## src/core/psp_pkg.sv

```systemverilog
// psp_pkg: register map, field positions, reset values and timing constants
package psp_pkg;
   // =========================================================
   // register indices; the byte address is four times the index
   localparam logic [7:0] IDX_DATA = 8'h08;
   localparam logic [7:0] IDX_PINS = 8'h09;
   localparam logic [7:0] IDX_INTC = 8'h0B;
   localparam logic [7:0] IDX_FLAG = 8'h0C;
   localparam logic [7:0] IDX_STAT = 8'h89;
   localparam logic [7:0] IDX_MASK = 8'h8C;
   localparam logic [7:0] IDX_ANLG = 8'h9F;
   localparam logic [7:0] IDX_DDIR = 8'h88;
   localparam int ADDR_W = 10;
   localparam int AIDX_LSB = 2;
   // =========================================================
   // status/direction register fields
   localparam int ST_IN_FULL = 7;
   localparam int ST_OUT_FULL = 6;
   localparam int ST_OVR = 5;
   localparam int ST_MODE = 4;
   localparam int FLAG_PSP = 7;
   localparam int NSTROBE = 3;
   localparam int SB_RD = 0;
   localparam int SB_WR = 1;
   localparam int SB_CS = 2;
   localparam logic [7:0] STAT_WMASK = 8'h37;
   localparam logic [2:0] DIR_RESET = 3'h7;
   localparam logic [7:0] DDIR_RESET = 8'hFF;
   localparam logic [2:0] ANLG_MASK = 3'h7;
   // =========================================================
   // phase sequencer: four internal phases per device cycle
   localparam logic [1:0] PH_TWO = 2'h1;
   localparam logic [1:0] PH_FOUR = 2'h3;
   // =========================================================
   // axi responses
   localparam logic [1:0] RESP_OKAY = 2'h0;
   localparam logic [1:0] RESP_SLVERR = 2'h2;
   // =========================================================
   // completion tracker states, gray along the path
   typedef enum logic [1:0] {
      PSP_IDLE = 2'b00,
      PSP_BUSY = 2'b01,
      PSP_WAIT_Q2 = 2'b11,
      PSP_WAIT_Q4 = 2'b10
   } psp_cyc_t;
endpackage : psp_pkg

```

## src/core/psp_sync_if.sv

```systemverilog
// psp_sync_if: synchronised strobe levels passed to the main module
`timescale 1ns/1ps
interface psp_sync_if;
   logic [2:0] level_n;
   modport src (output level_n);
   modport dst (input level_n);
endinterface : psp_sync_if

```

## src/core/psp_sync.sv

```systemverilog
// psp_sync: two-flop synchroniser for the three strobe pins
`timescale 1ns/1ps
module psp_sync (
   input wire logic aclk,
   input wire logic aresetn,
   input wire logic [2:0] pin_n,
   psp_sync_if.src sif
);
   typedef struct packed {
      logic [2:0] meta;
      logic [2:0] stable;
   } psp_sync_st_t;
   psp_sync_st_t r;
   psp_sync_st_t next_r;
   // =========================================================
   // first stage feeds the second only
   always_comb begin
      next_r.meta = pin_n;
      next_r.stable = r.meta;
   end
   always_ff @(posedge aclk) begin
      if (!aresetn) begin
         r <= '{meta: 3'h7, stable: 3'h7};
      end else begin
         r <= next_r;
      end
   end
   assign sif.level_n = r.stable;
endmodule : psp_sync

```

## src/core/psp_top.sv

```systemverilog
// psp_top: parallel slave port with axi4-lite register access
`timescale 1ns/1ps
//
// Overview of operation
// RULE1: slave-mode select bit turns the 8-bit data port into a slave port
// RULE2: strobe pins 0,1,2 are read, write and chip select, all active low
// RULE3: master drives select low to select; strobes ignored when unselected
// RULE4: firmware sets strobe pins to input and digital before slave mode
// RULE5: one address: write loads outbound latch, read returns inbound latch
// RULE6: in slave mode strobes alone steer data pins, direction reg ignored
// RULE7: write end sets input-full at phase four after next phase two
// RULE8: interrupt flag set in same phase-four cycle as input-full
// RULE9: in slave mode only a firmware read of the inbound latch clears input-full
// RULE10: second write before firmware read sets input-overrun flag
// RULE11: read start clears output-full and drives outbound latch on pins
// RULE12: read end sets interrupt flag at phase four after next phase two
// RULE13: output-full stays clear until firmware writes the outbound latch
// RULE14: slave mode off holds both full flags clear, overrun kept
// RULE15: overrun flag cleared only by firmware writing zero
// RULE16: interrupt flag sticky until cleared; request only when masked in
// RULE17: strobe direction bit one is input, zero output; reset to ones
// RULE18: strobes pass through synchronisers before level detection
// RULE19: full flags and bit 3 ignore writes; reserved bits read zero
module psp_top (
   input wire logic aclk,
   input wire logic aresetn,
   input wire logic [9:0] s_axi_awaddr,
   input wire logic s_axi_awvalid,
   output logic s_axi_awready,
   input wire logic [31:0] s_axi_wdata,
   input wire logic [3:0] s_axi_wstrb,
   input wire logic s_axi_wvalid,
   output logic s_axi_wready,
   output logic [1:0] s_axi_bresp,
   output logic s_axi_bvalid,
   input wire logic s_axi_bready,
   input wire logic [9:0] s_axi_araddr,
   input wire logic s_axi_arvalid,
   output logic s_axi_arready,
   output logic [31:0] s_axi_rdata,
   output logic [1:0] s_axi_rresp,
   output logic s_axi_rvalid,
   input wire logic s_axi_rready,
   input wire logic [7:0] data_pin_i,
   output logic [7:0] data_pin_o,
   output logic [7:0] data_pin_oe,
   input wire logic [2:0] strobe_pin_i,
   output logic [2:0] strobe_pin_o,
   output logic [2:0] strobe_pin_oe,
   output logic irq
);
   typedef struct packed {
      logic awr;
      logic wr;
      logic [7:0] aw_idx;
      logic [7:0] wdata;
      logic wen;
      logic bvalid;
      logic [1:0] bresp;
      logic arready;
      logic rvalid;
      logic [31:0] rdata;
      logic [1:0] rresp;
      logic [7:0] out_latch;
      logic [7:0] in_latch;
      logic [7:0] pin_latch;
      logic [7:0] pin_dly;
      logic [2:0] strobe_latch;
      logic [7:0] data_pin_dir;
      logic [2:0] strobe_pin_dir;
      logic slave_mode_sel;
      logic in_full_flag;
      logic out_full_flag;
      logic in_overrun_flag;
      logic [7:0] flag_reg;
      logic [7:0] mask_reg;
      logic [7:0] intc_reg;
      logic [2:0] analog_sel_field;
      logic [1:0] phase;
      psp_pkg::psp_cyc_t cyc;
      logic cyc_is_wr;
      logic [7:0] dout;
      logic [7:0] doe;
      logic [2:0] sout;
      logic [2:0] soe;
      logic irq;
      logic awready;
      logic wready;
   } psp_st_t;

   psp_st_t r;
   psp_st_t next_r;
   psp_sync_if sif ();

   // =========================================================
   // strobe synchronisers
   psp_sync u_sync ( // [RULE18]
      .aclk(aclk),
      .aresetn(aresetn),
      .pin_n(strobe_pin_i),
      .sif(sif)
   );

   function automatic logic addr_hit(input logic [7:0] idx);
      unique case (idx)
         psp_pkg::IDX_DATA, psp_pkg::IDX_PINS, psp_pkg::IDX_INTC,
         psp_pkg::IDX_FLAG, psp_pkg::IDX_STAT, psp_pkg::IDX_MASK,
         psp_pkg::IDX_ANLG, psp_pkg::IDX_DDIR: addr_hit = 1'b1;
         default: addr_hit = 1'b0;
      endcase
   endfunction : addr_hit

   // firmware read of the inbound latch, decoded in two places
   function automatic logic data_read(input logic rd,
      input logic [7:0] idx);
      data_read = rd && (idx == psp_pkg::IDX_DATA);
   endfunction : data_read

   // =========================================================
   // strobe decode and read mux
   logic sel;
   logic rd_act;
   logic wr_act;
   logic cyc_end;
   logic set_fire;
   logic do_wr;
   logic do_rd;
   logic [7:0] ar_idx;
   logic [7:0] rd_val;

   always_comb begin
      sel = r.slave_mode_sel && !sif.level_n[psp_pkg::SB_CS]; // [RULE3]
      rd_act = sel && !sif.level_n[psp_pkg::SB_RD]; // [RULE2]
      wr_act = sel && !sif.level_n[psp_pkg::SB_WR]; // [RULE2]
      ar_idx = s_axi_araddr[psp_pkg::AIDX_LSB +: 8];
      do_wr = r.awr && r.wr && !r.bvalid;
      do_rd = s_axi_arvalid && r.arready;
      rd_val = 8'h00;
      unique case (ar_idx)
         psp_pkg::IDX_DATA: rd_val = r.in_latch; // [RULE5]
         psp_pkg::IDX_PINS: rd_val = {5'h00, r.strobe_latch};
         psp_pkg::IDX_INTC: rd_val = r.intc_reg;
         psp_pkg::IDX_FLAG: rd_val = r.flag_reg;
         psp_pkg::IDX_STAT: rd_val = {r.in_full_flag, r.out_full_flag,
            r.in_overrun_flag, r.slave_mode_sel, 1'b0,
            r.strobe_pin_dir}; // [RULE19]
         psp_pkg::IDX_MASK: rd_val = r.mask_reg;
         psp_pkg::IDX_DDIR: rd_val = r.data_pin_dir;
         psp_pkg::IDX_ANLG: rd_val = {5'h00, r.analog_sel_field};
         default: rd_val = 8'h00;
      endcase
   end

   // =========================================================
   // main next-state logic
   always_comb begin
      next_r = r;
      cyc_end = 1'b0;
      set_fire = 1'b0;
      next_r.phase = r.phase + 2'h1;
      next_r.pin_latch = data_pin_i;
      next_r.pin_dly = r.pin_latch;
      next_r.strobe_latch = strobe_pin_i;

      // ======================================================
      // axi write channel
      if (s_axi_awvalid && !r.awr) begin
         next_r.awr = 1'b1;
         next_r.awready = 1'b0;
         next_r.aw_idx = s_axi_awaddr[psp_pkg::AIDX_LSB +: 8];
      end
      if (s_axi_wvalid && !r.wr) begin
         next_r.wr = 1'b1;
         next_r.wready = 1'b0;
         next_r.wdata = s_axi_wdata[7:0];
         next_r.wen = s_axi_wstrb[0];
      end
      if (r.bvalid && s_axi_bready) begin
         next_r.bvalid = 1'b0;
         next_r.awr = 1'b0;
         next_r.wr = 1'b0;
         next_r.awready = 1'b1;
         next_r.wready = 1'b1;
      end
      if (do_wr) begin
         next_r.bvalid = 1'b1;
         next_r.bresp = addr_hit(r.aw_idx) ? psp_pkg::RESP_OKAY :
            psp_pkg::RESP_SLVERR;
      end

      // ======================================================
      // axi read channel
      if (do_rd) begin
         next_r.arready = 1'b0;
         next_r.rvalid = 1'b1;
         next_r.rdata = {24'h000000, rd_val};
         next_r.rresp = addr_hit(ar_idx) ? psp_pkg::RESP_OKAY :
            psp_pkg::RESP_SLVERR;
      end
      if (r.rvalid && s_axi_rready) begin
         next_r.rvalid = 1'b0;
         next_r.arready = 1'b1;
      end
      if (data_read(do_rd, ar_idx)) begin
         next_r.in_full_flag = 1'b0; // [RULE9]
      end

      // ======================================================
      // register writes (byte lane 0 carries the data)
      if (do_wr && r.wen) begin
         unique case (r.aw_idx)
            psp_pkg::IDX_DATA: begin
               next_r.out_latch = r.wdata; // [RULE5]
               if (r.slave_mode_sel) next_r.out_full_flag = 1'b1; // [RULE13]
            end
            psp_pkg::IDX_PINS: begin
               // port pins read back live; nothing to store
               next_r.strobe_latch = strobe_pin_i;
            end
            psp_pkg::IDX_INTC: begin
               next_r.intc_reg = r.wdata;
            end
            psp_pkg::IDX_FLAG: begin
               // write one clears the sticky flag bits
               next_r.flag_reg = r.flag_reg & ~r.wdata; // [RULE16]
            end
            psp_pkg::IDX_STAT: begin
               next_r.slave_mode_sel = r.wdata[psp_pkg::ST_MODE]; // [RULE1]
               next_r.strobe_pin_dir = r.wdata[2:0]; // [RULE17]
               if (!r.wdata[psp_pkg::ST_OVR])
                  next_r.in_overrun_flag = 1'b0; // [RULE15]
            end
            psp_pkg::IDX_DDIR: begin
               // stored but ignored by the pins while slave mode is on
               next_r.data_pin_dir = r.wdata; // [RULE6]
            end
            psp_pkg::IDX_MASK: begin
               next_r.mask_reg = r.wdata;
            end
            psp_pkg::IDX_ANLG: begin
               next_r.analog_sel_field = r.wdata[2:0] & psp_pkg::ANLG_MASK;
            end
            default: next_r.intc_reg = r.intc_reg;
         endcase
      end

      // ======================================================
      // external cycle tracking
      unique case (r.cyc)
         psp_pkg::PSP_IDLE: begin
            if (wr_act || rd_act) begin
               next_r.cyc = psp_pkg::PSP_BUSY;
               next_r.cyc_is_wr = wr_act;
               if (!wr_act) next_r.out_full_flag = 1'b0; // [RULE11]
            end
         end
         psp_pkg::PSP_BUSY: begin
            // data delayed to match the strobe sync, so the
            // bus value after release never lands in the latch
            if (r.cyc_is_wr && wr_act) next_r.in_latch = r.pin_dly;
            cyc_end = r.cyc_is_wr ? !wr_act : !rd_act; // [RULE7] [RULE12]
            if (cyc_end) next_r.cyc = psp_pkg::PSP_WAIT_Q2;
         end
         psp_pkg::PSP_WAIT_Q2: begin
            if (r.phase == psp_pkg::PH_TWO)
               next_r.cyc = psp_pkg::PSP_WAIT_Q4; // [RULE7]
         end
         psp_pkg::PSP_WAIT_Q4: begin
            if (r.phase == psp_pkg::PH_FOUR) begin
               set_fire = 1'b1;
               next_r.cyc = psp_pkg::PSP_IDLE;
            end
         end
      endcase

      // ======================================================
      // completion flags
      if (set_fire) begin
         if (r.cyc_is_wr) begin
            // ordering: overrun judged against flag before this write
            if (r.in_full_flag && !data_read(do_rd, ar_idx))
               next_r.in_overrun_flag = 1'b1; // [RULE10]
            next_r.in_full_flag = 1'b1; // [RULE7]
         end
         next_r.flag_reg[psp_pkg::FLAG_PSP] = 1'b1; // [RULE8] [RULE12]
      end

      // ======================================================
      // slave mode off
      // a cycle cut by leaving slave mode is dropped; one at phase four in the first cycle off still sets the interrupt flag
      if (!r.slave_mode_sel) begin
         next_r.in_full_flag = 1'b0; // [RULE14]
         next_r.out_full_flag = 1'b0; // [RULE14]
         next_r.cyc = psp_pkg::PSP_IDLE;
      end

      // ======================================================
      // pin drive
      if (r.slave_mode_sel) begin
         // strobe pins stay inputs whatever the direction bits say
         next_r.dout = r.out_latch;
         next_r.doe = {8{rd_act}}; // [RULE6] [RULE11]
         next_r.soe = 3'h0; // [RULE4]
      end else begin
         next_r.dout = r.out_latch;
         next_r.doe = ~r.data_pin_dir;
         next_r.soe = ~r.strobe_pin_dir; // [RULE17]
      end
      next_r.sout = 3'h0;
      next_r.irq = |(next_r.flag_reg & next_r.mask_reg); // [RULE16]
   end

   // =========================================================
   // state register
   always_ff @(posedge aclk) begin
      if (!aresetn) begin
         r <= '0;
         r.arready <= 1'b1;
         r.data_pin_dir <= psp_pkg::DDIR_RESET;
         r.awready <= 1'b1;
         r.wready <= 1'b1;
         r.strobe_pin_dir <= psp_pkg::DIR_RESET; // [RULE17]
      end else begin
         r <= next_r;
      end
   end

   // =========================================================
   // outputs, each straight from a flop
   assign s_axi_awready = r.awready;
   assign s_axi_wready = r.wready;
   assign s_axi_bvalid = r.bvalid;
   assign s_axi_bresp = r.bresp;
   assign s_axi_arready = r.arready;
   assign s_axi_rvalid = r.rvalid;
   assign s_axi_rdata = r.rdata;
   assign s_axi_rresp = r.rresp;
   assign data_pin_o = r.dout;
   assign data_pin_oe = r.doe;
   assign strobe_pin_o = r.sout;
   assign strobe_pin_oe = r.soe;
   assign irq = r.irq;
endmodule : psp_top

```

## config.mk

```make
export PLATFORM = sky130hd
export DESIGN_NAME = psp_top
export DESIGN_NICKNAME = d
export VERILOG_FILES = /design/src/core/psp_pkg.sv /design/src/core/psp_sync_if.sv /design/src/core/psp_sync.sv /design/src/core/psp_top.sv
export SDC_FILE = /design/constraint.sdc
export NUM_CORES = 1
export LEC_CHECK = 0
export BUFFER_PORTS_ARGS = -buffer_cell sky130_fd_sc_hd__buf_4
export CAP_MARGIN = 30
export CORE_MARGIN = 2
export CORE_UTILIZATION = 58
export DETAILED_ROUTE_END_ITERATION = 16
export PLACE_DENSITY = 0.86
export SYNTH_ARGS = -nofsm -noshare
export SYNTH_HDL_FRONTEND = slang
export SYNTH_HIERARCHICAL = 1
export SYNTH_SLANG_ARGS = --single-unit
```

## constraint.sdc

```tcl
create_clock -name aclk -period 5.45 [get_ports aclk]
set_input_delay 0.2725 -clock aclk [delete_from_list [all_inputs] [get_ports aclk]]
set_output_delay 0.2725 -clock aclk [all_outputs]
set_load 0.05 [all_outputs]
```

==> impl_metrics.tcl <==
set metrics [dict create \
    status "completed" \
    p_leak_nw 2.86 \
    initial_core_util_pct 59.2 \
    design.die.area_mm2 0.0113 \
    ys_warn_count 6 \
    arrival_ns 2.88 \
    worstPathMaxFanout 8 \
    synth_cell_type_count 60 \
    cts_sinks 142 \
    final_area_mm2 0.00709 \
    tns_ns 0 \
    finalSetupViolations 0 \
    yosysTopAreaCell "dfxtp_1" \
    synth_area_leaders "dfxtp_1 (47%), mux2i_1 (7.8%), buf_4 (7.4%)" \
    synth.most_common_cell "dfxtp_1" \
    vdd_drop_max_mv 0.189 \
    vias_per_cell 5.61 \
    antenna_cells 0 \
    grt_overflow 0 \
    core_mm2 0.0102 \
    synthTopCellsByCount "dfxtp_1 (142), nand2_1 (85), buf_4 (60)" \
    drc 0 \
    crit_slowest_cell "nor3b_2" \
    htreeDepth 4 \
    netlist_instances 659 \
    insertion_delay_ns 0.52 \
    wl_mm 14.0 \
    fin_nets 782 \
    syn_avg_cell_area_um2 9.18 \
    synth_edf_count 0 \
    max-cap-violations 0 \
    gp_congestion 0.897 \
    r2r_slack_ns 2.97 \
    total_power_mw 2.43 \
    firstDrtPassIters 7 \
    grt_max_degree 58 \
    finalWorstSetupSlack_ns 2.97 \
    avgRoutedWirePerCell_um 16.4 \
    ys_async_sr_fraction_pct 0 \
    max_stage_delay_ns 0.82 \
    maxSlewViolCount 0 \
    vias 4795 \
    fin_crit_sh_pct 45.6 \
    drt_iter0_drc 501 \
    cts_max_path_buffers 2 \
    track_usage_pct 25.8 \
    synth-seq-cells 142 \
    die_h_um 106 \
    ys_seq_area_share_pct 47.0 \
    grt_pass1_vias 4625 \
    rows 37 \
    cts-root-buf "clkbuf_8" \
    numPortBuffers 77 \
    synth_top_area_share_pct 47.0 \
    netlist_area_mm2 0.00605 \
    relSlewSlack_pct 37.5 \
    die_w_um 106 \
    worstMarginPinSlew_ns 0.933 \
    hold_viol_final 0 \
    cts-buffers-inserted 17 \
    postPlaceCellArea_mm2 0.00631 \
    post_cts_buffers 0 \
    crit_buf_inv 0 \
    hp-class "in2reg" \
    synth-main-ff-cell "dfxtp_1" \
    clk_pin_slew_ns 0.06 \
    crit_required_ns 5.85 \
    io_pins 138 \
    cellPowerDensity_mw_per_mm2 343 \
    max_freq_mhz 403 \
    critPathKind "reg2reg" \
    post-place-ws_ns 2.91 \
    cts_resized 0 \
    worst_setup_path_end_kind "flop" \
    crit_chain "or3b_1, nor4_4, nor3b_2, mux2i_1, nor2_1" \
    post-dp-hpwl_mm 9.16 \
    drtAntennaViolNets 0 \
    fin_skew_ns 0.00888 \
    antenna_found_initial 0 \
    cts_tree "yes" \
    critical-path-top-delay-family "simple AND/OR/NAND/NOR gates" \
    start_kind "flop" \
    drive_gt1_share_pct 18.4 \
    rsz0062_at_grt "false" \
    grt_pass1_wl_mm 22.7 \
    syn_to_final_growth_pct 17.2 \
    period_minus_slack_ns 2.48 \
]
==> per-stage QoR <==
step	hold slack (ns)	std cells	util, %
final	0.00938	855	69.3
after global routing	0.00273	855	69.3
after CTS	0.000336	855	69.3
after floorplan	0.346	687	-
after global placement	0.391	804	61.6
after detailed placement	0.392	804	61.6
==> worst paths after layout <==
| check | from | to | cells after the start |
|---|---|---|---|
| worst min-delay path | s_axi_awaddr[6] | r[159] | 3 |
| worst max register to register | r[158] | r[38] | 5 |
| worst min register to register | u_sync/next_r[1] | u_sync/sif.level_n[1] | 1 |
| worst max-delay path | r[158] | r[38] | 5 |
==> cells in the final DEF (no fill, tap or decap), types with 3 or more instances in the layout <==
cell type      instances
conb_1                29
dfxtp_1              142
a221oi_1               7
nor2b_1                6
dlygate4sd3_1         19
a22oi_1               17
and2_1                27
and3b_1                3
nand2_1               85
nand3b_1               3
nor4_4                 3
a31oi_1                6
nor2_1                59
clkinv_4               3
clkbuf_16             16
inv_1                  8
a21oi_1               34
clkinvlp_4             3
mux2i_1               47
nand4_1                9
nand3_1               13
mux2_2                 8
nand2b_1               9
o22ai_1                3
o21ai_0               22
nor3b_1                3
nor3_1                 4
bufinv_16              3
buf_4                 80
==> sequential cells by signal (all words and copies together), names as in the netlist <==
| register | cells |
|---|---|
| s_axi_rvalid | 1 |
| u_sync/next_r | 3 |
| s_axi_wready | 1 |
| s_axi_bresp | 1 |
| s_axi_rresp | 1 |
| data_pin_oe | 8 |
| irq | 1 |
| data_pin_o | 8 |
| strobe_pin_oe | 3 |
| r | 93 |
| s_axi_arready | 1 |
| u_sync/sif.level_n | 3 |
| s_axi_bvalid | 1 |
| next_r | 8 |
| s_axi_rdata | 8 |
| s_axi_awready | 1 |
==> area by class of cell <==
cell class,count,area [um2]
inverters,10,37.5
clock inverters,12,161
repair buffers,99,791
fillers,764,3140
flip-flops and latches,142,2840
well taps,136,170
multi-input cells,436,2660
clock buffers,20,435
==> worst min-delay path: stages <==
cell and delay, ns:
buf_4 0.11, nand2_1 0.05, a21oi_1 0.05
==> timing repair <==
action / in CTS / in global routing
endpoints found under the hold margin: 22 / 0
hold buffers: 19 / 0
setup endpoints to repair: 0 / 0
==> cells by family (layout without fill, tap and decap cells) <==
kind of cell,count (synthesis),count (layout),synth area share (%)
AND/OR/NAND/NOR,242,242,21.0
buffers and inverters,109,141,10.9
other,1,29,0.0620
adder cells (fa/ha/maj),2,2,0.413
flip-flops,142,142,47.0
multiplexers,55,55,9.26
AO/OA/AOI/OAI,108,108,11.5
==> metal layers <==
| metal | track usage, % | vias to the layer above | wire [um] |
|---|---|---|---|
| met5 | 0 | - | 0 |
| met4 | 10.9 | 0 | 336 |
| met3 | 6.62 | 36 | 1010 |
| met2 | 43.7 | 218 | 7060 |
| met1 | 31.1 | 2267 | 5630 |
| li1 | - | 2274 | - |
==> power by group <==
part / switching [mW] / internal [mW] / leakage [nW]
sequential: 0.0297 / 1.06 / 1.16
combinational: 0.121 / 0.0612 / 1.42
clock: 0.445 / 0.713 / 0.282
total: 0.596 / 1.84 / 2.86
Power figures use the tool's default switching activity.
